$ cat config.mk
export PLATFORM = sky130hd
export DESIGN_NAME = fine_resolution_counter
export DESIGN_NICKNAME = d
export VERILOG_FILES = /design/src/pkg/frc_pkg.sv /design/src/logic/frc_sync.sv /design/src/logic/strobe_channel.sv /design/src/logic/fine_resolution_counter.sv
export SDC_FILE = /design/constraint.sdc
export NUM_CORES = 1
export LEC_CHECK = 0
export BUFFER_PORTS_ARGS = -buffer_cell sky130_fd_sc_hd__clkbuf_2
export CAP_MARGIN = 10
export CORE_ASPECT_RATIO = 1.2
export CORE_MARGIN = 2
export CORE_UTILIZATION = 45
export DETAILED_ROUTE_END_ITERATION = 12
export GPL_ROUTABILITY_DRIVEN = 1
export PLACE_DENSITY = 0.65
export SLEW_MARGIN = 20
export SYNTH_ARGS = -nofsm -noshare
export SYNTH_HDL_FRONTEND = slang
export SYNTH_SLANG_ARGS = --single-unit
$ cat constraint.sdc
create_clock -name core_clk -period 6.1 [get_ports core_clk]
set_clock_uncertainty 0.05 [all_clocks]
set_input_delay 0.61 -clock core_clk [delete_from_list [all_inputs] [get_ports core_clk]]
set_output_delay 0.61 -clock core_clk [all_outputs]
set_load 0.05 [all_outputs]
$ cat src/pkg/frc_pkg.sv
// Constants shared by the fine resolution counter and its strobe channels.
// Assumes byte addresses on an Avalon-MM slave with 32-bit data.
package frc_pkg;
  // Channel geometry
  localparam int NUM_CH = 4;
  localparam int SENSE_W = 3;
  localparam int ADDR_W = 8;
  localparam int PRESC_W = 15;
  localparam int TGT_W = 16;
  // Periodic alarm repeats every 60 prescaled units
  localparam logic [5:0] PER_LAST = 6'h3b;
  // Register byte offsets
  localparam logic [7:0] OFS_CTRL = 8'h00;
  localparam logic [7:0] OFS_STATUS = 8'h04;
  localparam logic [7:0] OFS_MASK = 8'h08;
  localparam logic [7:0] OFS_COUNT = 8'h0c;
  localparam logic [7:0] OFS_FINE = 8'h10;
  localparam logic [7:0] OFS_ALARM = 8'h14;
  localparam logic [7:0] OFS_ALARM_FINE = 8'h18;
  localparam logic [7:0] OFS_CAP_COUNT = 8'h1c;
  localparam logic [7:0] OFS_CAP_FINE = 8'h20;
  // Channel block: address[7:6] selects it, [5:4] the channel, [3:2] the register
  localparam logic [1:0] CH_BLOCK = 2'h1;
  localparam logic [1:0] CH_TARGET = 2'h0;
  localparam logic [1:0] CH_PERIOD = 2'h1;
  localparam logic [1:0] CH_WIDTH = 2'h2;
  localparam logic [1:0] CH_CFG = 2'h3;
  // Control fields
  localparam int CTRL_EN = 0;
  localparam int CTRL_SEL = 1;
  localparam int CTRL_EXP_LO = 4;
  localparam int CTRL_ALARM_EN = 8;
  localparam int CTRL_PER_EN = 9;
  localparam int CTRL_CAP_EN = 10;
  // Channel config fields
  localparam int CFG_EN = 0;
  localparam int CFG_MATCH_EN = 1;
  localparam int CFG_PAT_LO = 4;
  localparam int CFG_PMASK_LO = 8;
  localparam int CFG_SAMPLE_LO = 12;
  // Status layout: alarm, periodic, capture, activity per channel, match per channel
  localparam int ST_ALARM = 0;
  localparam int ST_PER = 1;
  localparam int ST_CAP = 2;
  localparam int ST_ACT_LO = 3;
  localparam int ST_MATCH_LO = 3 + NUM_CH;
  localparam int ST_W = 3 + 2 * NUM_CH;
  // Reset values
  localparam logic [10:0] CTRL_RST = 11'h000;
  localparam logic [15:0] PERIOD_RST = 16'h0002;
  localparam logic [15:0] WIDTH_RST = 16'h0001;
endpackage

$ cat src/logic/frc_sync.sv
// Two-flop synchroniser for a group of independent level inputs.
// Assumes each bit is a slow level; bits are not coherent with each other.
`timescale 1ns/10ps
module frc_sync #(
  parameter int WIDTH = 1
) (
  input wire logic core_clk,
  input wire logic reset_n,
  input wire logic [WIDTH-1:0] async_in,
  output logic [WIDTH-1:0] sync_out
);
  typedef struct packed {
    logic [WIDTH-1:0] meta;
    logic [WIDTH-1:0] stable;
  } sync_s;
  sync_s state;
  sync_s next_state;

  // The first stage feeds only the second stage
  always_comb begin
    next_state.meta = async_in;
    next_state.stable = state.meta;
  end

  always_ff @(posedge core_clk or negedge reset_n) begin
    if (!reset_n) begin
      state <= '0;
    end else begin
      state <= next_state;
    end
  end

  assign sync_out = state.stable;
endmodule

$ cat src/logic/strobe_channel.sv
// One strobe channel: scheduled pulse output and sampling of its sense inputs.
// Assumes count_lo, tick and sense_in are already in the core_clk domain.
`timescale 1ns/10ps
module strobe_channel (
  input wire logic core_clk,
  input wire logic reset_n,
  input wire logic tick,
  input wire logic [frc_pkg::TGT_W-1:0] count_lo,
  input wire logic load,
  input wire logic [frc_pkg::TGT_W-1:0] load_val,
  input wire logic [frc_pkg::TGT_W-1:0] period,
  input wire logic [frc_pkg::TGT_W-1:0] width,
  input wire logic enable,
  input wire logic match_en,
  input wire logic [frc_pkg::SENSE_W-1:0] pattern,
  input wire logic [frc_pkg::SENSE_W-1:0] pmask,
  input wire logic [frc_pkg::SENSE_W-1:0] sense_in,
  output logic strobe,
  output logic [frc_pkg::TGT_W-1:0] target,
  output logic [frc_pkg::SENSE_W-1:0] sample,
  output logic activity,
  output logic match
);
  typedef struct packed {
    logic [frc_pkg::TGT_W-1:0] target;
    logic [frc_pkg::TGT_W-1:0] wcnt;
    logic on;
    logic [frc_pkg::SENSE_W-1:0] sample;
    logic activity;
    logic match;
  } chan_s;
  chan_s state;
  chan_s next_state;

  // Pulse starts on a target hit, lasts width units, samples at its end
  always_comb begin
    next_state = state;
    next_state.activity = 1'b0;
    next_state.match = 1'b0;
    if (load) begin
      next_state.target = load_val;
    end else if (tick && enable) begin
      if (!state.on && count_lo == state.target) begin
        next_state.on = 1'b1;
        next_state.wcnt = '0;
        next_state.target = state.target + period;
      end else if (state.on) begin
        next_state.wcnt = state.wcnt + 16'h0001;
        // A width of zero still gives a one-unit pulse
        if (next_state.wcnt >= width) begin
          next_state.on = 1'b0;
          next_state.sample = sense_in;
          next_state.activity = (sense_in != state.sample);
          next_state.match = match_en && (((sense_in ^ pattern) & pmask) == '0);
        end
      end
    end
    if (!enable) begin
      next_state.on = 1'b0;
    end
  end

  always_ff @(posedge core_clk or negedge reset_n) begin
    if (!reset_n) begin
      state <= '0;
    end else begin
      state <= next_state;
    end
  end

  assign strobe = state.on;
  assign target = state.target;
  assign sample = state.sample;
  assign activity = state.activity;
  assign match = state.match;
endmodule

$ cat src/logic/fine_resolution_counter.sv
// Fine resolution real-time counter with alarms, strobe channels, capture and sense sampling.
// Assumes both low-frequency oscillators arrive as plain pins far slower than core_clk,
// and an Avalon-MM master that holds each request until waitrequest is low.
//
// Added by the designer: the register addresses and the Avalon-MM slave port.
`timescale 1ns/10ps
// Functional notes
// - Absolute alarm compares count and fine prescaler, so it hits one low-freq cycle.
// - One absolute alarm, one periodic alarm every 60 prescaled units.
// - Four strobe channels, period and width programmable in prescaled units.
// - Strobe pulse starts when count reaches channel target; runs without CPU.
// - Transition on capture input snapshots the running count.
// - Capture sets a flag that drives interrupt and wake outputs.
// - Snapshot keeps fine prescaler so the exact low-freq cycle is known.
// - Each channel samples three sense inputs at end of its pulse.
// - Change of sampled sense inputs raises per-channel activity flag.
// - Sampled inputs equal to programmed pattern raise a match flag.
// - Counter prescaled by two to the power 0 to 15.
// - Low-freq source chosen between crystal and internal oscillator.
// - Interrupt when running count equals alarm value.
module fine_resolution_counter #(
  parameter int NUM_CH = frc_pkg::NUM_CH
) (
  input wire logic core_clk,
  input wire logic reset_n,
  input wire logic low_freq_crystal_osc,
  input wire logic low_freq_internal_osc,
  input wire logic capture_in,
  input wire logic [NUM_CH*frc_pkg::SENSE_W-1:0] sense_in,
  input wire logic [frc_pkg::ADDR_W-1:0] address,
  input wire logic read,
  input wire logic write,
  input wire logic [31:0] writedata,
  input wire logic [3:0] byteenable,
  output logic [31:0] readdata,
  output logic waitrequest,
  output logic [NUM_CH-1:0] strobe_out,
  output logic irq,
  output logic wake
);
  localparam int SW = frc_pkg::SENSE_W;
  localparam int IN_W = 3 + NUM_CH * SW;

  typedef struct packed {
    logic ack;
    logic [31:0] rdata;
    logic lf_prev;
    logic [frc_pkg::PRESC_W-1:0] prediv;
    logic [31:0] count;
    logic [5:0] per_cnt;
    logic cap_lf;
    logic [NUM_CH*SW-1:0] sense_lf;
    logic [10:0] ctrl;
    logic [31:0] alarm;
    logic [frc_pkg::PRESC_W-1:0] alarm_fine;
    logic [frc_pkg::ST_W-1:0] status;
    logic [frc_pkg::ST_W-1:0] mask;
    logic [31:0] cap_count;
    logic [frc_pkg::PRESC_W-1:0] cap_fine;
    logic [NUM_CH-1:0][15:0] period;
    logic [NUM_CH-1:0][15:0] width;
    logic [NUM_CH-1:0][10:0] cfg;
    logic [NUM_CH-1:0] load;
    logic [15:0] load_val;
  } top_s;
  top_s state;
  top_s next_state;

  logic [IN_W-1:0] in_sync;
  logic [NUM_CH-1:0][15:0] ch_target;
  logic [NUM_CH-1:0][SW-1:0] ch_sample;
  logic [NUM_CH-1:0] ch_act;
  logic [NUM_CH-1:0] ch_match;
  logic lf_sel;
  logic lf_tick;
  logic tick_p;
  logic [15:0] presc_mask;
  logic ev_alarm;
  logic ev_per;
  logic ev_cap;
  logic [frc_pkg::ST_W-1:0] set_bits;
  logic [31:0] rd_mux;
  logic [31:0] wr_word;
  logic [1:0] ch_sel;

  // Oscillator pins, capture pin and sense pins all cross from outside
  frc_sync #(
    .WIDTH(IN_W)
  ) u_sync (
    .core_clk(core_clk),
    .reset_n(reset_n),
    .async_in({sense_in, capture_in, low_freq_internal_osc, low_freq_crystal_osc}),
    .sync_out(in_sync)
  );

  // Strobe channels share the prescaled tick and the low count bits
  for (genvar c = 0; c < NUM_CH; c++) begin : g_ch
    strobe_channel u_ch (
      .core_clk(core_clk),
      .reset_n(reset_n),
      .tick(tick_p),
      .count_lo(state.count[15:0]),
      .load(state.load[c]),
      .load_val(state.load_val),
      .period(state.period[c]),
      .width(state.width[c]),
      .enable(state.cfg[c][frc_pkg::CFG_EN]),
      .match_en(state.cfg[c][frc_pkg::CFG_MATCH_EN]),
      .pattern(state.cfg[c][frc_pkg::CFG_PAT_LO +: SW]),
      .pmask(state.cfg[c][frc_pkg::CFG_PMASK_LO +: SW]),
      .sense_in(state.sense_lf[c*SW +: SW]),
      .strobe(strobe_out[c]),
      .target(ch_target[c]),
      .sample(ch_sample[c]),
      .activity(ch_act[c]),
      .match(ch_match[c])
    );
  end

  // Merge write data under byte enables
  function automatic logic [31:0] merge_be(input logic [31:0] old_val, input logic [31:0] wd,
                                           input logic [3:0] be);
    logic [31:0] res;
    res = old_val;
    for (int i = 0; i < 4; i++) begin
      if (be[i]) begin
        res[i*8 +: 8] = wd[i*8 +: 8];
      end
    end
    return res;
  endfunction

  // Time base: clock select, edge detect on the synchronised oscillator, prescaler
  always_comb begin
    lf_sel = state.ctrl[frc_pkg::CTRL_SEL] ? in_sync[1] : in_sync[0];
    lf_tick = lf_sel & ~state.lf_prev;
    presc_mask = (16'h0001 << state.ctrl[frc_pkg::CTRL_EXP_LO +: 4]) - 16'h0001;
    // At or above the mask, so lowering the exponent never strands the prescaler above it
    tick_p = lf_tick & state.ctrl[frc_pkg::CTRL_EN] & (state.prediv >= presc_mask[14:0]);
    ev_alarm = lf_tick & state.ctrl[frc_pkg::CTRL_EN] & state.ctrl[frc_pkg::CTRL_ALARM_EN]
               & (state.count == state.alarm) & (state.prediv == state.alarm_fine);
    ev_per = tick_p & state.ctrl[frc_pkg::CTRL_PER_EN] & (state.per_cnt == frc_pkg::PER_LAST);
    // Compare new low-freq sample with the last one, so edges are counted per lf cycle
    ev_cap = lf_tick & state.ctrl[frc_pkg::CTRL_CAP_EN] & (in_sync[2] != state.cap_lf);
    set_bits = '0;
    set_bits[frc_pkg::ST_ALARM] = ev_alarm;
    set_bits[frc_pkg::ST_PER] = ev_per;
    set_bits[frc_pkg::ST_CAP] = ev_cap;
    set_bits[frc_pkg::ST_ACT_LO +: NUM_CH] = ch_act;
    set_bits[frc_pkg::ST_MATCH_LO +: NUM_CH] = ch_match;
  end

  // Read multiplexer; unmapped addresses read as zero
  always_comb begin
    rd_mux = '0;
    ch_sel = address[5:4];
    if (address[7:6] == frc_pkg::CH_BLOCK) begin
      case (address[3:2])
        frc_pkg::CH_TARGET: rd_mux[15:0] = ch_target[ch_sel];
        frc_pkg::CH_PERIOD: rd_mux[15:0] = state.period[ch_sel];
        frc_pkg::CH_WIDTH: rd_mux[15:0] = state.width[ch_sel];
        default: begin
          rd_mux[10:0] = state.cfg[ch_sel];
          rd_mux[frc_pkg::CFG_SAMPLE_LO +: SW] = ch_sample[ch_sel];
        end
      endcase
    end else begin
      case (address)
        frc_pkg::OFS_CTRL: rd_mux[10:0] = state.ctrl;
        frc_pkg::OFS_STATUS: rd_mux[frc_pkg::ST_W-1:0] = state.status;
        frc_pkg::OFS_MASK: rd_mux[frc_pkg::ST_W-1:0] = state.mask;
        frc_pkg::OFS_COUNT: rd_mux = state.count;
        frc_pkg::OFS_FINE: rd_mux[14:0] = state.prediv;
        frc_pkg::OFS_ALARM: rd_mux = state.alarm;
        frc_pkg::OFS_ALARM_FINE: rd_mux[14:0] = state.alarm_fine;
        frc_pkg::OFS_CAP_COUNT: rd_mux = state.cap_count;
        frc_pkg::OFS_CAP_FINE: rd_mux[14:0] = state.cap_fine;
        default: rd_mux = '0;
      endcase
    end
  end

  // Next state: counting, capture, sticky flags and register writes
  always_comb begin
    next_state = state;
    next_state.lf_prev = lf_sel;
    next_state.load = '0;
    wr_word = '0;
    // Counter only advances on a low-freq edge, prescaled by the power-of-two mask
    if (lf_tick && state.ctrl[frc_pkg::CTRL_EN]) begin
      if (tick_p) begin
        next_state.prediv = '0;
        next_state.count = state.count + 32'h0000_0001;
        next_state.per_cnt = (state.per_cnt == frc_pkg::PER_LAST) ? 6'h00 : state.per_cnt + 6'h01;
      end else begin
        next_state.prediv = state.prediv + 15'h0001;
      end
    end
    // External levels are only looked at once per low-freq cycle
    if (lf_tick) begin
      next_state.cap_lf = in_sync[2];
      next_state.sense_lf = in_sync[IN_W-1:3];
    end
    if (ev_cap) begin
      next_state.cap_count = state.count;
      next_state.cap_fine = state.prediv;
    end
    // Bus: one wait cycle, then answer; read data registered in the wait cycle
    next_state.ack = (read | write) & ~state.ack;
    if (read && !state.ack) begin
      next_state.rdata = rd_mux;
    end
    // Set wins over a simultaneous write-one clear
    next_state.status = state.status | set_bits;
    if (write && state.ack) begin
      if (address[7:6] == frc_pkg::CH_BLOCK) begin
        case (address[3:2])
          frc_pkg::CH_TARGET: begin
            wr_word = merge_be({16'h0000, ch_target[ch_sel]}, writedata, byteenable);
            next_state.load[ch_sel] = 1'b1;
            next_state.load_val = wr_word[15:0];
          end
          frc_pkg::CH_PERIOD: begin
            wr_word = merge_be({16'h0000, state.period[ch_sel]}, writedata, byteenable);
            next_state.period[ch_sel] = wr_word[15:0];
          end
          frc_pkg::CH_WIDTH: begin
            wr_word = merge_be({16'h0000, state.width[ch_sel]}, writedata, byteenable);
            next_state.width[ch_sel] = wr_word[15:0];
          end
          default: begin
            wr_word = merge_be({21'h000000, state.cfg[ch_sel]}, writedata, byteenable);
            next_state.cfg[ch_sel] = wr_word[10:0];
          end
        endcase
      end else begin
        case (address)
          frc_pkg::OFS_CTRL: begin
            wr_word = merge_be({21'h000000, state.ctrl}, writedata, byteenable);
            next_state.ctrl = wr_word[10:0];
          end
          frc_pkg::OFS_STATUS: begin
            wr_word = merge_be(32'h0000_0000, writedata, byteenable);
            next_state.status = (state.status & ~wr_word[frc_pkg::ST_W-1:0]) | set_bits;
          end
          frc_pkg::OFS_MASK: begin
            wr_word = merge_be({21'h000000, state.mask}, writedata, byteenable);
            next_state.mask = wr_word[frc_pkg::ST_W-1:0];
          end
          frc_pkg::OFS_ALARM: begin
            next_state.alarm = merge_be(state.alarm, writedata, byteenable);
          end
          frc_pkg::OFS_ALARM_FINE: begin
            wr_word = merge_be({17'h00000, state.alarm_fine}, writedata, byteenable);
            next_state.alarm_fine = wr_word[14:0];
          end
          default: begin
            wr_word = '0;
          end
        endcase
      end
    end
  end

  always_ff @(posedge core_clk or negedge reset_n) begin
    if (!reset_n) begin
      state <= '0;
      state.ctrl <= frc_pkg::CTRL_RST;
      for (int c = 0; c < NUM_CH; c++) begin
        state.period[c] <= frc_pkg::PERIOD_RST;
        state.width[c] <= frc_pkg::WIDTH_RST;
      end
    end else begin
      state <= next_state;
    end
  end

  // Outputs; wake follows irq so any enabled flag leaves low power
  assign readdata = state.rdata;
  assign waitrequest = ~state.ack;
  assign irq = |(state.status & state.mask);
  assign wake = irq;
endmodule

==> results of run 1 <==
[cell type report]
| type | count | area (um2) | share of cell area (%) |
|---|---|---|---|
| multi-input combinational | 2473 | 18190 | 47.88 |
| tap | 1017 | 1272 | 3.349 |
| sequential | 601 | 15050 | 39.61 |
| clock inverter | 21 | 271.5 | 0.7146 |
| clock buffer | 96 | 1904 | 5.012 |
| antenna | 1 | 2.502 | 0.006586 |
| timing repair buffer | 152 | 940.9 | 2.476 |
| inverter | 97 | 364.1 | 0.9582 |
[final timing paths]
check	from	to	slack [ns]	cells past startpoint
max in group asynchronous	reset_n	g_ch[1].u_ch.target[6]$_DFFE_PN0P_	4.41	2
min	reset_n	state[356]$_DFFE_PN0P_	-0.01	1
max	state[313]$_DFFE_PN0P_	state[355]$_DFFE_PN0P_	1.17	15
min in group core_clk	sense_in[11]	u_sync.next_state[14]$_DFF_PN0_	0.03	1
max reg2reg	state[313]$_DFFE_PN0P_	state[355]$_DFFE_PN0P_	1.17	15
min reg2reg	u_sync.next_state[12]$_DFF_PN0_	u_sync.sync_out[12]$_DFF_PN0_	0.29	0
[routing by layer]
metal / global-route usage (%) / part of all wire [%] / vias to the layer above
met5: 0 / 0.010 / -
met4: 15.49 / 6.0 / 2
met3: 4.757 / 7.5 / 277
met2: 45.51 / 47 / 1146
met1: 35.16 / 39 / 13610
li1: - / - / 12210
[power by group]
part / switching, mW / total (mW) / internal, mW
combinational: 0.828 / 1.35 / 0.526
clock: 1.75 / 4.11 / 2.36
sequential: 0.319 / 4.55 / 4.23
[worst max-delay path, stage by stage, from the launching register on]
cell and delay [ns]:
dfrtp_1 0.55, nor3_1 0.34, nand2b_1 0.13, ha_1 0.39, or3_1 0.43, a21oi_1 0.15, a31oi_1 0.06, ha_1 0.35
nand2_1 0.06, o21a_1 0.18, o2bb2ai_1 0.30, a21o_1 0.57, buf_4 0.47, and3_1 0.41, nand4_1 0.16, xnor2_1 0.16
[logic make-up after synthesis]
logic type	Yosys count
adders and majority gates	151
AOI/OAI and AO/OA	785
buffers and inverters	315
xor gates and xnor gates	232
and+or+nand+nor	960
muxes	345
DFF	601
[cell usage in the layout (no fill, tap or decap), types with 50 or more instances in the layout]
cell       synthesis  routed
dfrtp_1          593     593
nor2_1           312     303
nand2_1          258     258
a21oi_1          253     253
o21ai_0          202     202
xnor2_1          164     164
ha_1             147     147
mux2_2           144     144
mux2i_1          122     122
clkbuf_2           3      98
inv_1             94      94
nand3_1           79      79
mux4_2            78      78
xor2_1            68      68
clkbuf_16          0      66
nand4_1           56      56
a21o_1            55      55
a22o_1            50      50
buf_4             42      50
[sequential cells by signal (all words and copies together) (netlist names), 12 cells and up]
name and count:
u_sync.sync_out 15, g_ch.u_ch.sample 12, state 387, g_ch.u_ch.state 64, g_ch.u_ch.target 64, u_sync.next_state 15, readdata 32
[metrics by stage]
stage          hold slack [ns]  cells  setup WS (ns)  total power, mW
2_1_floorplan           0.2644   3389          2.198            5.389
3_3_place_gp            0.2816   4340          1.310            5.922
3_5_place_dp            0.2847   4340          1.256            5.953
4_1_cts               0.008201   4457          1.220            10.04
5_1_grt                0.01845   4457         0.8275            10.36
6_report              -0.01377   4458          1.172            10.02
==> summary.txt, run 1 <==
Status
  – Status: finished with violations
  – Failing checks: negative hold slack

STA
  – Worst Tran Pin Value: roughly 1.1 ns
  – Final hold slack: -0.01377 ns
  – Slew Limit Fails: 0
  – Fmax: a little over 200 MHz
  – Setup TNS: 0 ns
  – Slew margin rel.: 24.69%
  – Unrepaired setup endpoints after global routing: false
  – Final worst path period share: approximately four fifths
  – Hold Vio Cnt, Final: 12
  – # setup viols final: 0
  – Tmin final: 4.928 ns

CTS
  – Clock tree buffer depth: 3
  – Setup bufs post-CTS: 0
  – Cts hold-fix bufs: 0
  – Root Driver: clkbuf_16
  – TritonCTS clock tree: built
  – CTS Buf Count: 66
  – CTS clock-pin slew for the worst setup and hold paths: 0.06 ns
  – PostCTS Resize Cnt: 0
  – Clock Latency Late Sink: 0.63 ns
  – H-Tree Depth: 3
  – Num Clock Sinks: around 600

Logic synthesis
  – Post-synth EDFFs: 0
  – Most numerous cell in the Yosys netlist: dfrtp_1
  – Mux contribution to synthesized area: 13.34%
  – Top cells by area, synth: dfrtp_1 (43%), ha_1 (5.3%), mux4_2 (5.1%)
  – Share of the synthesized area in the top cell type: around 43%
  – Yosys cell types: 82
  – Post-synthesis compound-gate area fraction: 14.32%
  – Post-synth top flop: dfrtp_1
  – Synth Area in Simple Gates: 13.31%
  – Mean Syn Cell Area: 10.20 um2
  – FF+latch count, synth: 601
  – Synth Area in Adders: 5.551%
  – Post-Syn Instances: 3389
  – Post-synthesis sequential area ratio: 43.52%
  – Cell taking the most area after synthesis: dfrtp_1
  – Largest family of logic cells by synthesized area: compound AO/OA/AOI/OAI gates
  – Synth cell count leaders: dfrtp_1 (593), nor2_1 (312), nand2_1 (258)
  – Async S/R FF share, synth: 100.0%
  – Synth Cell Area: 34580 um2
  – Syn_nets: 3603
  – YS warnings: 0
  – XOR/XNOR Fraction of Synth Area: 5.876%

Final layout
  – Layout filler cell count: 6982
  – Post-route cell area: around 38000 um2
  – NumNets Final: 3605
  – Fraction of layout cells with a size suffix above 1: 15.70%
  – P&R area growth vs syn: 9.886%
  – Layout Utilization: 49.83%

Pwr
  – Power Density: approximately 260 nW/um2
  – Worst VDD drop: 166.2 uV
  – Lkg Pwr: 17.39 nW

Routing
  – DRT iter0 DRCs: 2799
  – DR WL/cell: 24.68 um
  – WL final: 110000 um
  – Vias: between 20000 and 30000
  – TritonRoute pass-1 iters: 6
  – Via/cell ratio: approximately 6.1
  – DRC viols: 0
  – Antenna Nets Post-Route: 0

Worst hold path
  – Hold Path Class: input port to asynchronous set/reset pin

Critical path
  – Crit. End Element: flip-flop
  – Crit start category: flip-flop
  – CP Max Fanout: 28
  – Worst Path Required: 6.55 ns
  – Worst EP arrival: 5.38 ns
  – CP Class: flip-flop to flip-flop

Die
  – Initial Utilization: a little under half
  – Core ar.: 76250 um2
  – # IOs: a little over 100
  – Row cnt: 111
  – Die X: roughly 260 um
  – Die Y-Extent: 307.7 um
  – DIE AREA: ~80000 um2

Global route
  – Vias in the first global route: 26540
  – Largest net degree at the start of global routing: 148
  – First-pass GRT wire length: 167000 um
  – GRT overflow: 0
  – Gr usage total: ~28%
  – Initial antenna violation count: 2

Placement
  – Hpwl dp: 80730 um
  – Area post-placement: about 36000 um2
  – GPL Wtd Cong: 0.9730
  – Number of buffers added on ports: 101

Job
  – Max-cap viol count: 0
Power figures use the tool's default switching activity.
==> run 2, diff against run 1 <==
--- a/config.mk
+++ b/config.mk
@@ -12,7 +12,7 @@
 export CORE_UTILIZATION = 45
 export DETAILED_ROUTE_END_ITERATION = 12
 export GPL_ROUTABILITY_DRIVEN = 1
-export PLACE_DENSITY = 0.65
+export PLACE_DENSITY = 0.67
 export SLEW_MARGIN = 20
 export SYNTH_ARGS = -nofsm -noshare
 export SYNTH_HDL_FRONTEND = slang
==> constraint.sdc (replaced) <==
create_clock -name core_clk -period 4.3 [get_ports core_clk]
set_clock_uncertainty 0.05 [all_clocks]
set_input_delay 0.43 -clock core_clk [delete_from_list [all_inputs] [get_ports core_clk]]
set_output_delay 0.43 -clock core_clk [all_outputs]
set_load 0.05 [all_outputs]
==> summary.txt, run 2 (same netlist as run 1, synthesis figures left out) <==
Placement
  – Pre-CTS setup slack: 0.09194 ns
  – Number of buffers added on ports: 101
  – Area post-placement: ~36000 um2
  – GPL Wtd Cong: approximately 0.96
  – Total placed cells including tap cells: 4386
  – Hpwl dp: 81380 um

Final layout
  – Layout filler cell count: 6843
  – Layout Utilization: ~51%
  – NumNets Final: 3686
  – Biggest register: state
  – Most frequent cells in the layout: dfrtp_1 (593), nor2_1 (304), nand2_1 (258)
  – Footprint of the multi-input gates: roughly 18000 um2
  – Largest register FFs: 387
  – Fraction of layout cells with a size suffix above 1: 16.68%
  – P&R area growth vs syn: 12.18%
  – Layout Cells excl Fill: 4540
  – Most common cell after layout, fill and taps aside: dfrtp_1
  – Post-route cell area: 38790 um2
  – Storage cell area: approximately 15000 um2

STA
  – Final hold slack: 0.01023 ns
  – Setup TNS: 0 ns
  – Slew margin rel.: ~28%
  – Slew Limit Fails: 0
  – Worst setup margin: 0.3041 ns
  – Hold Vio Cnt, Final: 0
  – Tmin final: ~4 ns
  – Fmax: about 250 MHz
  – # setup viols final: 0
  – Unrepaired setup endpoints after global routing: false
  – Worst Tran Pin Value: 1.076 ns
  – Final worst path period share: roughly 93%

Critical path
  – CP Max Fanout: 14
  – Slowest cell on crit path: a21oi_4
  – CP delay by family, top: compound AO/OA/AOI/OAI gates
  – Worst EP arrival: 4.48 ns
  – Crit. End Element: flip-flop
  – Worst Path Buf+Inv: 3
  – Critical path's largest stage delay: 0.47 ns
  – Crit-path cells: nor3_2 -> nand2b_1 -> ha_2 -> buf_4 -> a21o_1 -> a22oi_1 -> ha_1 -> a21o_1 -> a221o_1 -> a41o_1 -> a21oi_4 -> buf_8 -> buf_4 -> nor2_4 -> mux2i_1 -> o21ai_0
  – Crit start category: flip-flop
  – CP Class: flip-flop to flip-flop
  – Worst Path Required: 4.78 ns

Routing
  – DRC viols: 0
  – Vias: 27580
  – Antenna Nets Post-Route: 0
  – WL final: 110600 um
  – Via/cell ratio: slightly above 6
  – TritonRoute pass-1 iters: 10
  – DR WL/cell: about 24 um
  – DRT iter0 DRCs: 2675

Global route
  – Gr usage total: 27.85%
  – GRT busiest layer: met2
  – First-pass GRT wire length: 167600 um
  – Met1 global-route usage: between 30% and 40%
  – Vias in the first global route: 27030
  – Largest net degree at the start of global routing: 158
  – GRT overflow: 0
  – Initial antenna violation count: 2
  – Met3 Track Usage GR: 4.716%
  – Met2 usage: 45.39%

Pwr
  – Lkg Pwr: 17.81 nW
  – Tot Pwr: 14.38 mW
  – Worst VDD drop: around 310 uV
  – Power Density: around 370 nW/um2

Die
  – Initial Utilization: 45.35%
  – Row cnt: 111
  – DIE AREA: 79080 um2
  – Core ar.: 76250 um2
  – Die X: 257.1 um
  – # IOs: 102
  – Die Y-Extent: 307.7 um

Status
  – Status: finished clean

CTS
  – CTS Buf Count: 68
  – TritonCTS clock tree: built
  – Setup bufs post-CTS: 0
  – Num Clock Sinks: 601
  – Clock tree buffer depth: 3
  – Clock Latency Late Sink: 0.64 ns
  – H-Tree Depth: 3
  – CTS clock-pin slew for the worst setup and hold paths: 0.06 ns
  – Root Driver: clkbuf_16

Worst hold path
  – Hold Path Class: input port to flip-flop

Job
  – Max-cap viol count: 0
## run 2: cell count changes in the layout (fill, tap and decap cells not counted), sizes merged
cell | before | now
clkbuf | 194 | 201
inv | 99 | 96
bufinv | 4 | 3
clkinv | 14 | 12
buf | 54 | 100
diode | 1 | 3
dlygate4sd3 | 0 | 33
## run 2: where the power goes
| group | switching [mW] | internal [mW] |
|---|---|---|
| Combinational | 1.19 | 0.774 |
| Sequential | 0.456 | 6.01 |
| Clock | 2.50 | 3.46 |
## run 2: layer usage
| layer | vias to the layer above | routed length (um) |
|---|---|---|
| li1 | 12360 | - |
| met1 | 13700 | 43490 |
| met2 | 1196 | 51660 |
| met3 | 316 | 8729 |
| met4 | 4 | 6674 |
| met5 | - | 22 |
## run 2: worst register-to-register path, stage by stage, from the launching register on
cell	delay (ns)
dfrtp_1	0.39
nor3_2	0.23
nand2b_1	0.11
ha_2	0.24
buf_4	0.18
a21o_1	0.15
a22oi_1	0.20
ha_1	0.29
a21o_1	0.16
a221o_1	0.33
a41o_1	0.26
a21oi_4	0.47
buf_8	0.24
buf_4	0.18
nor2_4	0.10
mux2i_1	0.15
o21ai_0	0.18
## run 2: worst paths after layout
path	start	cells after the start	to	slack, ns
worst max-delay path	state[315]$_DFFE_PN0P_	16	g_ch[3].u_ch.target[12]$_DFFE_PN0P_	0.30
min in group asynchronous	reset_n	2	state[342]$_DFFE_PN0P_	0.28
max in group asynchronous	reset_n	3	g_ch[0].u_ch.state[9]$_DFFE_PN0P_	2.61
worst min register to register	u_sync.next_state[11]$_DFF_PN0_	0	u_sync.sync_out[11]$_DFF_PN0_	0.30
worst min-delay path	read	3	state[418]$_DFF_PN0_	0.01
worst max register to register	state[315]$_DFFE_PN0P_	16	g_ch[3].u_ch.target[12]$_DFFE_PN0P_	0.30
## run 2: repair_timing
action | in CTS | in global routing
setup endpoints to repair | 0 | 71
resized for setup | 0 | 8
hold buffers | 33 | 0
endpoints found under the hold margin | 69 | 0
## run 2: final cells by class
| class | instances | share of cell area, % |
|---|---|---|
| multi-input cells | 2473 | 46.85 |
| flip-flops and latches | 601 | 38.80 |
| clock buffers | 103 | 5.222 |
| repair buffers | 231 | 4.293 |
| well taps | 1017 | 3.280 |
| inverters | 97 | 0.9386 |
| clock inverters | 15 | 0.6032 |
| diodes | 3 | 0.01935 |
